<file path="config.mk">
export PLATFORM = sky130hd
export DESIGN_NAME = ipa_top
export DESIGN_NICKNAME = d
export VERILOG_FILES = /design/src/pkg/ipa_pkg.sv /design/src/design/ipa_edge_detect.sv /design/src/design/ipa_top.sv
export SDC_FILE = /design/constraint.sdc
export NUM_CORES = 1
export LEC_CHECK = 0
export BUFFER_PORTS_ARGS = -buffer_cell sky130_fd_sc_hd__buf_2
export CORE_MARGIN = 2
export CORE_UTILIZATION = 48
export DETAILED_ROUTE_END_ITERATION = 8
export GPL_TIMING_DRIVEN = 0
export MAX_ROUTING_LAYER = met4
export PLACE_DENSITY_LB_ADDON = 0.2
export SYNTH_ARGS = -nofsm -noshare
export SYNTH_HDL_FRONTEND = slang
export SYNTH_SLANG_ARGS = --single-unit
export TNS_END_PERCENT = 5
</file>
<file path="constraint.sdc">
create_clock -name mclk -period 1.2 [get_ports mclk]
set_input_delay 0.12 -clock mclk [delete_from_list [all_inputs] [get_ports mclk]]
set_output_delay 0.12 -clock mclk [all_outputs]
set_load 0.005 [all_outputs]
</file>
<file path="src/pkg/ipa_pkg.sv">
// Constants and types shared by the interrupt pin and acknowledge logic
package ipa_pkg;

    // ==========================================
    // Sizes
    localparam int NUM_EXT = 4;
    localparam int VEC_W = 8;
    localparam int NUM_W = 4;
    localparam int SEL_W = 5;

    // ==========================================
    // Vector positions
    localparam int VEC_RESET = 0;
    localparam int VEC_NMI = 1;
    localparam int VEC_RSVD2 = 2;
    localparam int VEC_RSVD3 = 3;
    localparam int VEC_EXT_BASE = 4;

    // ==========================================
    // Default selector codes of the external pins
    localparam logic [SEL_W-1:0] SEL_EXT0 = 5'h04;
    localparam logic [SEL_W-1:0] SEL_EXT1 = 5'h05;
    localparam logic [SEL_W-1:0] SEL_EXT2 = 5'h06;
    localparam logic [SEL_W-1:0] SEL_EXT3 = 5'h07;

    // ==========================================
    // Acknowledge timing
    localparam int ACK_CYCLES = 2;

    // ==========================================
    // Reset values
    localparam logic [VEC_W-1:0] VEC_REQ_RST = 8'h00;
    localparam logic [NUM_W-1:0] NUM_RST = 4'h0;
    localparam logic STRAP_SYNC_RST = 1'b1;
    localparam logic SCAN_MODE_RST = 1'b0;

    // ==========================================
    // Acknowledge state machine
    typedef enum logic [0:0] {
        ACK_IDLE = 1'b0,
        ACK_BUSY = 1'b1
    } ipa_ack_state_t;

endpackage

</file>
<file path="src/design/ipa_edge_detect.sv">
// Synchronised edge detector with selectable active edge
`timescale 1ns/1ps
`default_nettype none
module ipa_edge_detect
    import ipa_pkg::*;
(
    // Clock and reset
    input wire logic mclk,
    input wire logic rstn,
    // Pin and edge choice
    input wire logic pin,
    input wire logic falling_sel,
    // Detected edge
    output logic edge_pulse
);

    logic sync1_reg;
    logic sync2_reg;
    logic prev_reg;
    logic [1:0] prime_cnt_reg;
    logic primed_reg;
    logic edge_next;

    // ==========================================
    // Two-stage synchroniser
    always_ff @(posedge mclk or negedge rstn)
    begin
        if (!rstn)
        begin
            sync1_reg <= 1'b0;
            sync2_reg <= 1'b0;
        end
        else
        begin
            sync1_reg <= pin;
            sync2_reg <= sync1_reg;
        end
    end

    // ==========================================
    // History; judging waits until history holds a real pin sample
    // A pin already high at release must not look like an edge
    always_ff @(posedge mclk or negedge rstn)
    begin
        if (!rstn)
        begin
            prev_reg <= 1'b0;
            prime_cnt_reg <= 2'h0;
            primed_reg <= 1'b0;
        end
        else
        begin
            prev_reg <= sync2_reg;
            if (prime_cnt_reg != 2'h2)
                prime_cnt_reg <= prime_cnt_reg + 2'h1;
            primed_reg <= primed_reg | (prime_cnt_reg == 2'h2);
        end
    end

    always_comb
    begin
        if (falling_sel)
            edge_next = primed_reg & prev_reg & ~sync2_reg;
        else
            edge_next = primed_reg & ~prev_reg & sync2_reg;
    end

    always_ff @(posedge mclk or negedge rstn)
    begin
        if (!rstn)
            edge_pulse <= 1'b0;
        else
            edge_pulse <= edge_next;
    end

endmodule
`default_nettype wire

</file>
<file path="src/design/ipa_top.sv">
// Interrupt pin front end, acknowledge outputs and emulation strap capture
// Contract
// RULE1 - Non-maskable input raises one request per rising edge, never on level.
// RULE2 - Four external inputs edge-detected, each edge chosen by its polarity bit.
// RULE3 - Acknowledge strobe asserts whenever the core starts servicing any interrupt; here a start while the strobe is high is ignored.
// RULE4 - Four-bit number names the serviced interrupt, valid throughout the strobe.
// RULE5 - Number equals the interrupt's position in service fetch-packet ordering.
// RULE6 - Both straps low selects boundary scan; both high selects emulation/normal.
// RULE7 - Vectors zero to three are fixed, unmaskable and not reassignable.
// RULE8 - External pins feed vectors four to seven via codes 00100 to 00111.
// RULE9 - Number stays stable for the whole time the strobe is high.
`timescale 1ns/1ps
`default_nettype none
module ipa_top
    import ipa_pkg::*;
(
    // Clock and reset
    input wire logic mclk,
    input wire logic rstn,
    // Interrupt pins
    input wire logic nmi_in,
    input wire logic ext_irq_in_0,
    input wire logic ext_irq_in_1,
    input wire logic ext_irq_in_2,
    input wire logic ext_irq_in_3,
    // Polarity control, bit set means falling edge
    input wire logic [NUM_EXT-1:0] ext_irq_polarity_field,
    // Requests to the core, one bit per vector
    output logic [VEC_W-1:0] vec_req,
    // Core service start
    input wire logic core_service_start,
    input wire logic [NUM_W-1:0] core_service_vec,
    // Acknowledge outputs
    output logic irq_ack_strobe,
    output logic [NUM_W-1:0] serviced_irq_number,
    // Emulation strap pins
    input wire logic emul_strap_0_in,
    output logic emul_strap_0_out,
    output logic emul_strap_0_oe,
    input wire logic emul_strap_1_in,
    output logic emul_strap_1_out,
    output logic emul_strap_1_oe,
    // Test mode
    output logic boundary_scan_mode,
    output logic strap_mismatch,
    output logic strap_valid
);

    logic nmi_edge;
    logic [NUM_EXT-1:0] ext_pin;
    logic [NUM_EXT-1:0] ext_edge;
    logic [SEL_W-1:0] ext_sel [NUM_EXT];
    logic [VEC_W-1:0] vec_req_next;
    ipa_ack_state_t ack_state_reg;
    ipa_ack_state_t ack_state_next;
    logic [1:0] ack_cnt_reg;
    logic [NUM_W-1:0] ack_num_reg;
    logic [1:0] s0_sync_reg;
    logic [1:0] s1_sync_reg;
    logic emu_drv_reg;

    assign ext_pin = {ext_irq_in_3, ext_irq_in_2, ext_irq_in_1, ext_irq_in_0};
    assign ext_sel[0] = SEL_EXT0;
    assign ext_sel[1] = SEL_EXT1;
    assign ext_sel[2] = SEL_EXT2;
    assign ext_sel[3] = SEL_EXT3;

    // ==========================================
    // Edge detection
    ipa_edge_detect u_nmi_edge
    (
        .mclk(mclk),
        .rstn(rstn),
        .pin(nmi_in),
        .falling_sel(1'b0), // RULE1
        .edge_pulse(nmi_edge)
    );

    genvar gi;
    generate
        for (gi = 0; gi < NUM_EXT; gi = gi + 1)
        begin : g_ext
            ipa_edge_detect u_ext_edge
            (
                .mclk(mclk),
                .rstn(rstn),
                .pin(ext_pin[gi]),
                .falling_sel(ext_irq_polarity_field[gi]), // RULE2
                .edge_pulse(ext_edge[gi])
            );
        end
    endgenerate

    // ==========================================
    // Vector routing; low four vectors fixed
    always_comb
    begin
        vec_req_next = VEC_REQ_RST;
        vec_req_next[VEC_NMI] = nmi_edge; // RULE1 RULE7
        for (int i = 0; i < NUM_EXT; i++)
        begin
            for (int v = 0; v < NUM_EXT; v++)
            begin
                if (ext_sel[v] == SEL_W'(VEC_EXT_BASE + i))
                    vec_req_next[VEC_EXT_BASE + v] = vec_req_next[VEC_EXT_BASE + v] | ext_edge[i]; // RULE8
            end
        end
    end

    always_ff @(posedge mclk or negedge rstn)
    begin
        if (!rstn)
            vec_req <= VEC_REQ_RST;
        else
            vec_req <= vec_req_next;
    end

    // ==========================================
    // Acknowledge sequencing
    always_comb
    begin
        ack_state_next = ack_state_reg;
        case (ack_state_reg)
            ACK_IDLE:
            begin
                if (core_service_start)
                    ack_state_next = ACK_BUSY; // RULE3
            end
            ACK_BUSY:
            begin
                if (ack_cnt_reg == 2'(ACK_CYCLES - 1))
                    ack_state_next = ACK_IDLE;
            end
            default:
            begin
                ack_state_next = ACK_IDLE;
            end
        endcase
    end

    always_ff @(posedge mclk or negedge rstn)
    begin
        if (!rstn)
            ack_state_reg <= ACK_IDLE;
        else
            ack_state_reg <= ack_state_next;
    end

    always_ff @(posedge mclk or negedge rstn)
    begin
        if (!rstn)
            ack_cnt_reg <= 2'h0;
        else if (ack_state_reg == ACK_BUSY)
            ack_cnt_reg <= ack_cnt_reg + 2'h1;
        else
            ack_cnt_reg <= 2'h0;
    end

    // Number latched at start only, held through the strobe
    always_ff @(posedge mclk or negedge rstn)
    begin
        if (!rstn)
            ack_num_reg <= NUM_RST;
        else if (ack_state_reg == ACK_IDLE && core_service_start)
            ack_num_reg <= core_service_vec; // RULE4 RULE5 RULE9
    end

    always_ff @(posedge mclk or negedge rstn)
    begin
        if (!rstn)
            irq_ack_strobe <= 1'b0;
        else
            irq_ack_strobe <= (ack_state_next == ACK_BUSY); // RULE3
    end

    assign serviced_irq_number = ack_num_reg; // RULE4

    // ==========================================
    // Emulation strap capture
    always_ff @(posedge mclk or negedge rstn)
    begin
        if (!rstn)
        begin
            s0_sync_reg <= {2{STRAP_SYNC_RST}};
            s1_sync_reg <= {2{STRAP_SYNC_RST}};
        end
        else
        begin
            s0_sync_reg <= {s0_sync_reg[0], emul_strap_0_in};
            s1_sync_reg <= {s1_sync_reg[0], emul_strap_1_in};
        end
    end

    // Caught once after synchroniser has filled
    logic [1:0] strap_wait_reg;
    always_ff @(posedge mclk or negedge rstn)
    begin
        if (!rstn)
        begin
            strap_wait_reg <= 2'h0;
            strap_valid <= 1'b0;
            boundary_scan_mode <= SCAN_MODE_RST;
            strap_mismatch <= 1'b0;
        end
        else if (!strap_valid)
        begin
            if (strap_wait_reg == 2'h2)
            begin
                strap_valid <= 1'b1;
                boundary_scan_mode <= ~s0_sync_reg[1] & ~s1_sync_reg[1]; // RULE6
                strap_mismatch <= s0_sync_reg[1] ^ s1_sync_reg[1];
            end
            else
                strap_wait_reg <= strap_wait_reg + 2'h1;
        end
    end

    // Strap pins are only sensed here
    always_ff @(posedge mclk or negedge rstn)
    begin
        if (!rstn)
            emu_drv_reg <= 1'b0;
        else
            emu_drv_reg <= 1'b0;
    end

    assign emul_strap_0_out = emu_drv_reg;
    assign emul_strap_0_oe = emu_drv_reg;
    assign emul_strap_1_out = emu_drv_reg;
    assign emul_strap_1_oe = emu_drv_reg;

    generate
        for (gi = 0; gi < NUM_EXT; gi = gi + 1)
        begin : g_chk

        end
    endgenerate
endmodule
`default_nettype wire

</file>
# ---- Word level (Yosys, flattened, before mapping)
# Index checks and enable logic that the tools add are counted.
dict set report classes {
  n_addsub 7
  mul 0
  div_mod_pow 0
  n_lt_le_gt_ge 0
  eq_ne 12
  shift 0
  muxes 10
  bitwise 39
  n_reduce_logical 3
}
# operator count
set op_table {}
lappend op_table {{$and A1 B1 Y1} 19}
lappend op_table {{$add A2 B1 Y2 const B} 7}
lappend op_table {{$not A1 Y1} 14}
lappend op_table {{$eq A2 B2 Y1 const B} 6}
lappend op_table {{$ne A2 B2 Y1 const B} 5}
lappend op_table {{$mux W1} 8}
lappend op_table {{$or A1 B1 Y1} 5}
lappend op_table {{$reduce_and A2 Y1} 2}
lappend op_table {{$eq A2 B1 Y1 const B} 1}
lappend op_table {{$mux W2} 1}
lappend op_table {{$pmux W1 S2} 1}
lappend op_table {{$logic_and A1 B1 Y1} 1}
lappend op_table {{$xor A1 B1 Y1} 1}
dict set report word_totals {
  reg_bits 56
  latchBits 0
  ramBits 0
  mem_bits_ro 0
  in_bits 18
  output_inout_bits 20
  elab_cells 111
  mem_count 0
}

# ---- Longest topological paths before layout
# Gate-level depths: netlist (run 1).
dict set report depth {
  depth_word 4
  ltp_mapped 4
  ltp_nobuf 4
}

# ---- By module
# Synthesis (run 1) repeated with hierarchy kept, for this count alone.
dict set report hier_totals {
  cells_unflattened 132
  area_unflattened_um2 1985.7
}
# module instances cells_per_inst area_per_inst_um2 seq_area_each_um2
set by_module_without_submodules {}
lappend by_module_without_submodules {ipa_edge_detect 5 16 239.0 175.2}
lappend by_module_without_submodules {ipa_top 1 52 790.8 530.5}

# ---- Least setup slack after synthesis (run 1)
# No wires, ideal clock.
dict set report synth_path {
  path_kind {reg-to-reg}
  startpoint {register strap_wait_reg[0]}
  endpoint {register boundary_scan_mode}
  setup_time_ps 125
  arrival_time_ps 1038
  slack_ps 37
  stages_incl_launch_ff 5
  n_path_buf 0
  synth_period_minus_slack_ps 1163
  cell_sequence {dfrtp_1 inv_1 ha_1 nor2b_4 mux2_4}
}
dict set report synth_between {
  elab_chain_len 2
}
# item line_no
set synth_rtl {}
lappend synth_rtl {{from (decl)} ipa_top.sv:195} ;# logic [1:0] strap_wait_reg;
lappend synth_rtl {{from (signal assigned)} ipa_top.sv:214} ;# strap_wait_reg <= strap_wait_reg + 2'h1;
lappend synth_rtl {{$eq A2 B2 Y1} ipa_top.sv:207} ;# if (strap_wait_reg == 2'h2)
lappend synth_rtl {{$reduce_and A2 Y1 (no source line)} --}
lappend synth_rtl {{to (signal assigned)} ipa_top.sv:210} ;# boundary_scan_mode <= ~s0_sync_reg[1] & ~s1_sync_reg[1];
lappend synth_rtl {{to (decl)} ipa_top.sv:44} ;# output logic boundary_scan_mode,
# No other way between the ends.
# A chain may end at the register's enable or synchronous reset.

# ---- Final worst setup path (run 1)
# Ends and elaborated chain as after synthesis.

==> results of run 1 <==
[kinds of logic (layout without fill, tap and decap cells)]
family | after synthesis | count (layout) | share of synthesized area (%)
buffers and inverters | 18 | 65 | 4.71
AOI/OAI and AO/OA | 7 | 7 | 1.88
muxes | 7 | 7 | 5.02
and+or+nand+nor | 27 | 27 | 9.98
xor gates and xnor gates | 6 | 6 | 2.64
other | 1 | 7 | 0.188
adders and majority gates | 8 | 8 | 5.02
DFF | 56 | 56 | 70.6
[layer usage]
layer / track usage (%) / vias up / part of all wire [%]
met5: - / - / 0
met4: 9.75 / 0 / 2.2
met3: 3.45 / 4 / 4.6
met2: 22.7 / 22 / 52
met1: 15.6 / 518 / 41
li1: - / 506 / -
[power groups by stage]
stage	clock, W	combinational [W]	sequential, W
after floorplan	0	0.000260	0.00220
after global placement	0	0.000454	0.00219
after detailed placement	0	0.000477	0.00220
after CTS	0.00105	0.000497	0.00217
after global routing	0.00113	0.000547	0.00219
final	0.000999	0.000490	0.00216
[per-stage QoR]
step	total power, W	setup TNS (ps)	instances	setup slack (ps)	hold WS, ps
3_3_place_gp	0.00264	0	216	2.80	226
2_1_floorplan	0.00246	0	136	36.8	-176
3_5_place_dp	0.00268	-81.4	216	-46.7	226
4_1_cts	0.00371	-46.6	232	-29.1	46.1
6_report	0.00365	0	233	17.1	39.4
5_1_grt	0.00386	-46.7	233	-23.6	44.1
[worst paths after layout]
| check | slack (ps) | cells after the start | start | to |
|---|---|---|---|---|
| max in group asynchronous | 460 | 1 | rstn | vec_req[7] |
| min in group mclk | 60 | 2 | core_service_vec[3] | serviced_irq_number[3] |
| worst min register to register | 350 | 0 | g_ext[3].u_ext_edge.sync1_reg | g_ext[3].u_ext_edge.sync2_reg |
| worst min-delay path | 40 | 1 | rstn | g_ext[1].u_ext_edge.sync1_reg |
| worst max register to register | 20 | 4 | strap_wait_reg[0] | boundary_scan_mode |
| worst max-delay path | 20 | 4 | strap_wait_reg[0] | boundary_scan_mode |
[critical path, cell delays in order (launching register included)]
cell	delay, ps
dfrtp_1	390
inv_2	80
ha_4	130
nor2b_4	160
mux2_4	310
[area by class of cell]
class	instances	area [sq um]
Buffer	7	52.6
Clock inverter	2	10.0
Fill cell	324	1570
Inverter	11	41.3
Clock buffer	6	82.6
Tap cell	50	62.6
Timing Repair Buffer	39	235
Sequential cell	56	1410
Multi-Input combinational cell	62	541
[repair_timing]
| item | in CTS | in global routing |
|---|---|---|
| setup buffers | 1 | 1 |
| endpoints found under the hold margin | 7 | 0 |
| endpoints found under the setup margin | 2 | 2 |
| pin swaps | 0 | 2 |
| hold buffers | 7 | 0 |
| gates resized for setup | 1 | 4 |
[layout by cell type, fill, tap and decap left out, types with 4 or more instances in the layout]
cell,Yosys,layout
buf_2,0,30
buf_4,7,9
clkbuf_8,0,6
conb_1,1,7
dfrtp_1,52,52
dfstp_2,4,4
dlygate4sd3_1,0,7
ha_1,8,6
inv_1,11,9
mux2_4,6,6
nand2_1,8,8
nand4b_1,4,4
nand4bb_1,4,4
o21ai_0,5,5
or2_1,4,4
xnor2_1,6,6
==> run summary, run 1 <==
Status = complete, no violations
Initial Util = 49.8%
Netlist cell types = 21
Final core utilization = 60.8%
Final setup violation count = 0
Clock root buffer = clkbuf_8
Post-route ant nets = 0
VDD IR max = 0.00126 V
Combinational Power Share = 13.4%
Core box area = 4000 sq um
Fraction of final layout cells sized beyond drive strength 1 = 35.5%
Die Span Y = 68.4 um
Sw Ratio = 22.7%
Vias per Instance = 4.51
Fmax = 845 MHz
Die area = 4680 sq um
Die Wd = 68.4 um
DP HPWL = 1880 um
Vias = 1050
Crit end category = flop
Sequential element share of the synthesized area = 70.6%
Largest register FFs = 8
Post-route DRC = 0
Slew Limit Headroom = 23.9%
P&R area growth vs syn = 22.0%
Site Rows = 23
Clk slew on worst S/H paths = 90 ps
Leakage = 1.18 nW
H-tree Lvls = 2
Total GRT Usage = 14.2%
Max-Cap Viols = 0
Worst hold path type = in2async
Post-synthesis cell count = 130
RSZ-0062 raised after global routing = true
Total Nets Final = 208
Placed instance area = 2230 sq um
Ys async rst share = 100%
First-pass GRT wire length = 4530 um
Synth top area cells = dfrtp_1 65%, dfstp_2 5.3%, ha_1 5.0%, mux2_4 4.5%, buf_4 2.6%
Routed len/inst = 11.8 um
Flops & latches, synth = 56
Ys flop type = dfrtp_1
Port bufs = 30
Cell-internal power = 0.00282 W
Worst skew pair latency = 290 ps
Min Tclk post-route = 1180 ps
CTS tree = done
Antenna Cells = 0
Initial antenna violation count = 0
Final Hold Fails = 0
Number of synthesized flops with an enable pin = 0
Actual slew at the worst max-slew pin = 1140 ps
Sw Pwr = 0.000828 W
Clk buf depth = 2
Starting DRT DRC Count = 81
Commonest cells in the netlist = 52 x dfrtp_1, 11 x inv_1, 8 x ha_1, 8 x nand2_1, 7 x buf_4
GPL Wtd Cong = 0.651
GRT Residual Overflow = 0
Setup CP Type = reg2reg
Mapped Area = 1990 sq um
Total wire length = 2750 um
Final max-slew violation count = 0
CP Launch Type = flop
CP arrival = 1370 ps
Clock power share = 27.4%
Num ports = 38
TritonCTS Buffers = 5
Vias in the first global route = 1047
Largest net degree at the start of global routing = 57
Pre-antenna DRT Iters = 4
Syn. warnings = 0
Flop pwr share = 59.2%
Yosys top cell area share = 65.3%
Area leader, netlist = dfrtp_1
Top-count cell post-synth = dfrtp_1
WP data required = 1380 ps
CP Max Fanout = 3
Power Density = 1500 nW/um^2
Final period util = 98.6%
Clock skew = 3.75 ps
Fin area = 2430 sq um
Sink Count = 56
Avg Cell Area, Syn = 15.3 sq um
(Power assumes the default switching activity.)
==> run 2, diff against run 1 <==
--- a/config.mk
+++ b/config.mk
@@ -7,7 +7,7 @@
 export LEC_CHECK = 0
 export BUFFER_PORTS_ARGS = -buffer_cell sky130_fd_sc_hd__buf_2
 export CORE_MARGIN = 2
-export CORE_UTILIZATION = 48
+export CORE_UTILIZATION = 26
 export DETAILED_ROUTE_END_ITERATION = 8
 export GPL_TIMING_DRIVEN = 0
 export MAX_ROUTING_LAYER = met4
==> run summary, run 2 (synthesized netlist as in run 1, its figures left out) <==
Setup CP Type = reg2reg
Total Nets Final = 209
Final max-slew violation count = 0
Leakage = 1.19 nW
Final Hold Fails = 0
Worst hold path type = in2reg
First-pass GRT wire length = 4690 um
Vias per Instance = 3.68
CTS tree = done
Register area = 1410 sq um
P&R area growth vs syn = 25.9%
Fin area = 2510 sq um
Total GRT Usage = 7.43%
CP arrival = 1400 ps
Port bufs = 30
Num ports = 38
Antenna Cells = 0
R2R setup slack = -4 ps
Commonest non-fill, non-tap cell in the layout = dfrtp_1
Setup TNS = -4.94 ps
H-tree Lvls = 2
Status = complete, but fails checks
WP buf/inv = 1
Largest register FFs = 8
Initial antenna violation count = 0
Routed len/inst = 9.39 um
DP HPWL = 1740 um
Max-Cap Viols = 0
Worst R2R Path Depth = 4
CP max-delay cell = dfrtp_1
Clk slew on worst S/H paths = 90 ps
WHS Path Cells = 2
Final worst-path setup slack = -3.66 ps
RSZ-0062 raised after global routing = true
CP max stage delay = 390 ps
Total wire length = 2660 um
Reg2reg start = strap_wait_reg[0]
Hold WS = 42.3 ps
Die Span Y = 91.6 um
Site Rows = 31
Fraction of final layout cells sized beyond drive strength 1 = 34.2%
WP data required = 1400 ps
Actual slew at the worst max-slew pin = 682 ps
Core box area = 7330 sq um
Hold Path End = serviced_irq_number[1]
VDD IR max = 0.000468 V
Placed instance area = 2290 sq um
Pre-antenna DRT Iters = 4
Hold Startpoint = core_service_vec[1]
Clock root buffer = clkbuf_8
Multi-input gate area = 531 sq um
Post-route DRC = 0
Final period util = 100%
Family with the most delay on the worst path = flip-flops
Min Tclk post-route = 1200 ps
Final setup violation count = 2
Starting DRT DRC Count = 25
Vias = 1042
Slew Limit Headroom = 54.5%
Die area = 8380 sq um
Post-route ant nets = 0
Initial Util = 27.2%
Clock skew = 5.00 ps
Crit end category = flop
GRT Residual Overflow = 0
Cell chain of the critical path = inv_1, ha_2, nor2b_4, mux2_4
Power Density = 1530 nW/um^2
Die Wd = 91.6 um
Fmax = 831 MHz
Most frequent cells in the layout = 52 x dfrtp_1, 29 x buf_2, 10 x inv_1, 10 x buf_4
Worst path depth = 4
Final Total Pwr = 0.00383 W
Worst skew pair latency = 300 ps
GPL Wtd Cong = 0.652
Worst reg2reg endpoint = boundary_scan_mode
CP Max Fanout = 3
TritonCTS Buffers = 5
Failing checks = setup timing
Clk buf depth = 2
Vias in the first global route = 1037
CP Launch Type = flop
Largest net degree at the start of global routing = 57
Fill count = 719
Sink Count = 56
run 2: cell types whose count changed in the layout (fill, tap and decap cells not counted), sizes merged:
cell | previous run | this run
bufinv | 0 | 1
clkinv | 2 | 1
dlygate4sd3 | 7 | 8
run 2: final cells by class:
type                    instances  area share (%)
repair buffers                 40            9.87
flip-flops and latches         56            56.0
plain buffers                   7            2.09
inverters                      11            1.65
clock inverters                 2            1.40
well taps                      99            4.94
multi-input cells              62            21.1
clock buffers                   6            2.89
run 2: how the worst max path moves through the flow:
stage,startpoint,to,slack (ps)
2_1_floorplan,strap_wait_reg[0],boundary_scan_mode,40
3_3_place_gp,rstn,serviced_irq_number[2],-80
3_5_place_dp,rstn,ack_state_reg,-90
4_1_cts,strap_wait_reg[0],boundary_scan_mode,-0.8
5_1_grt,strap_wait_reg[0],strap_mismatch,-70
6_report,strap_wait_reg[0],boundary_scan_mode,-4
run 2: repair_timing:
action                                  4_1_cts  5_1_grt
endpoints found under the setup margin        2        2
pin swaps                                     1        0
resized for setup                             3        0
hold endpoints to repair                      7       52
hold buffers                                  7        1
setup buffers                                 1        1
run 2: metal layers:
metal	vias to the layer above	wire length (um)	global-route usage [%]
li1	512	-	-
met1	502	1180	8.47
met2	22	1280	11.3
met3	6	118	2.49
met4	0	82	4.55
met5	-	0	-
run 2: where the power goes:
part / switching (W) / total, W / internal, W
Clock: 0.000570 / 0.00119 / 0.000620
Combinational: 0.000182 / 0.000483 / 0.000300
Sequential: 0.0000949 / 0.00216 / 0.00206
run 2: through the flow:
step	worst slack, ps	std cells	utilization, %
final	-3.66	283	34.2
after global routing	-69.3	283	34.2
after CTS	-0.833	281	34.0
after detailed placement	-87.1	265	31.2
after global placement	-79.6	265	31.2
after floorplan	36.8	136	-
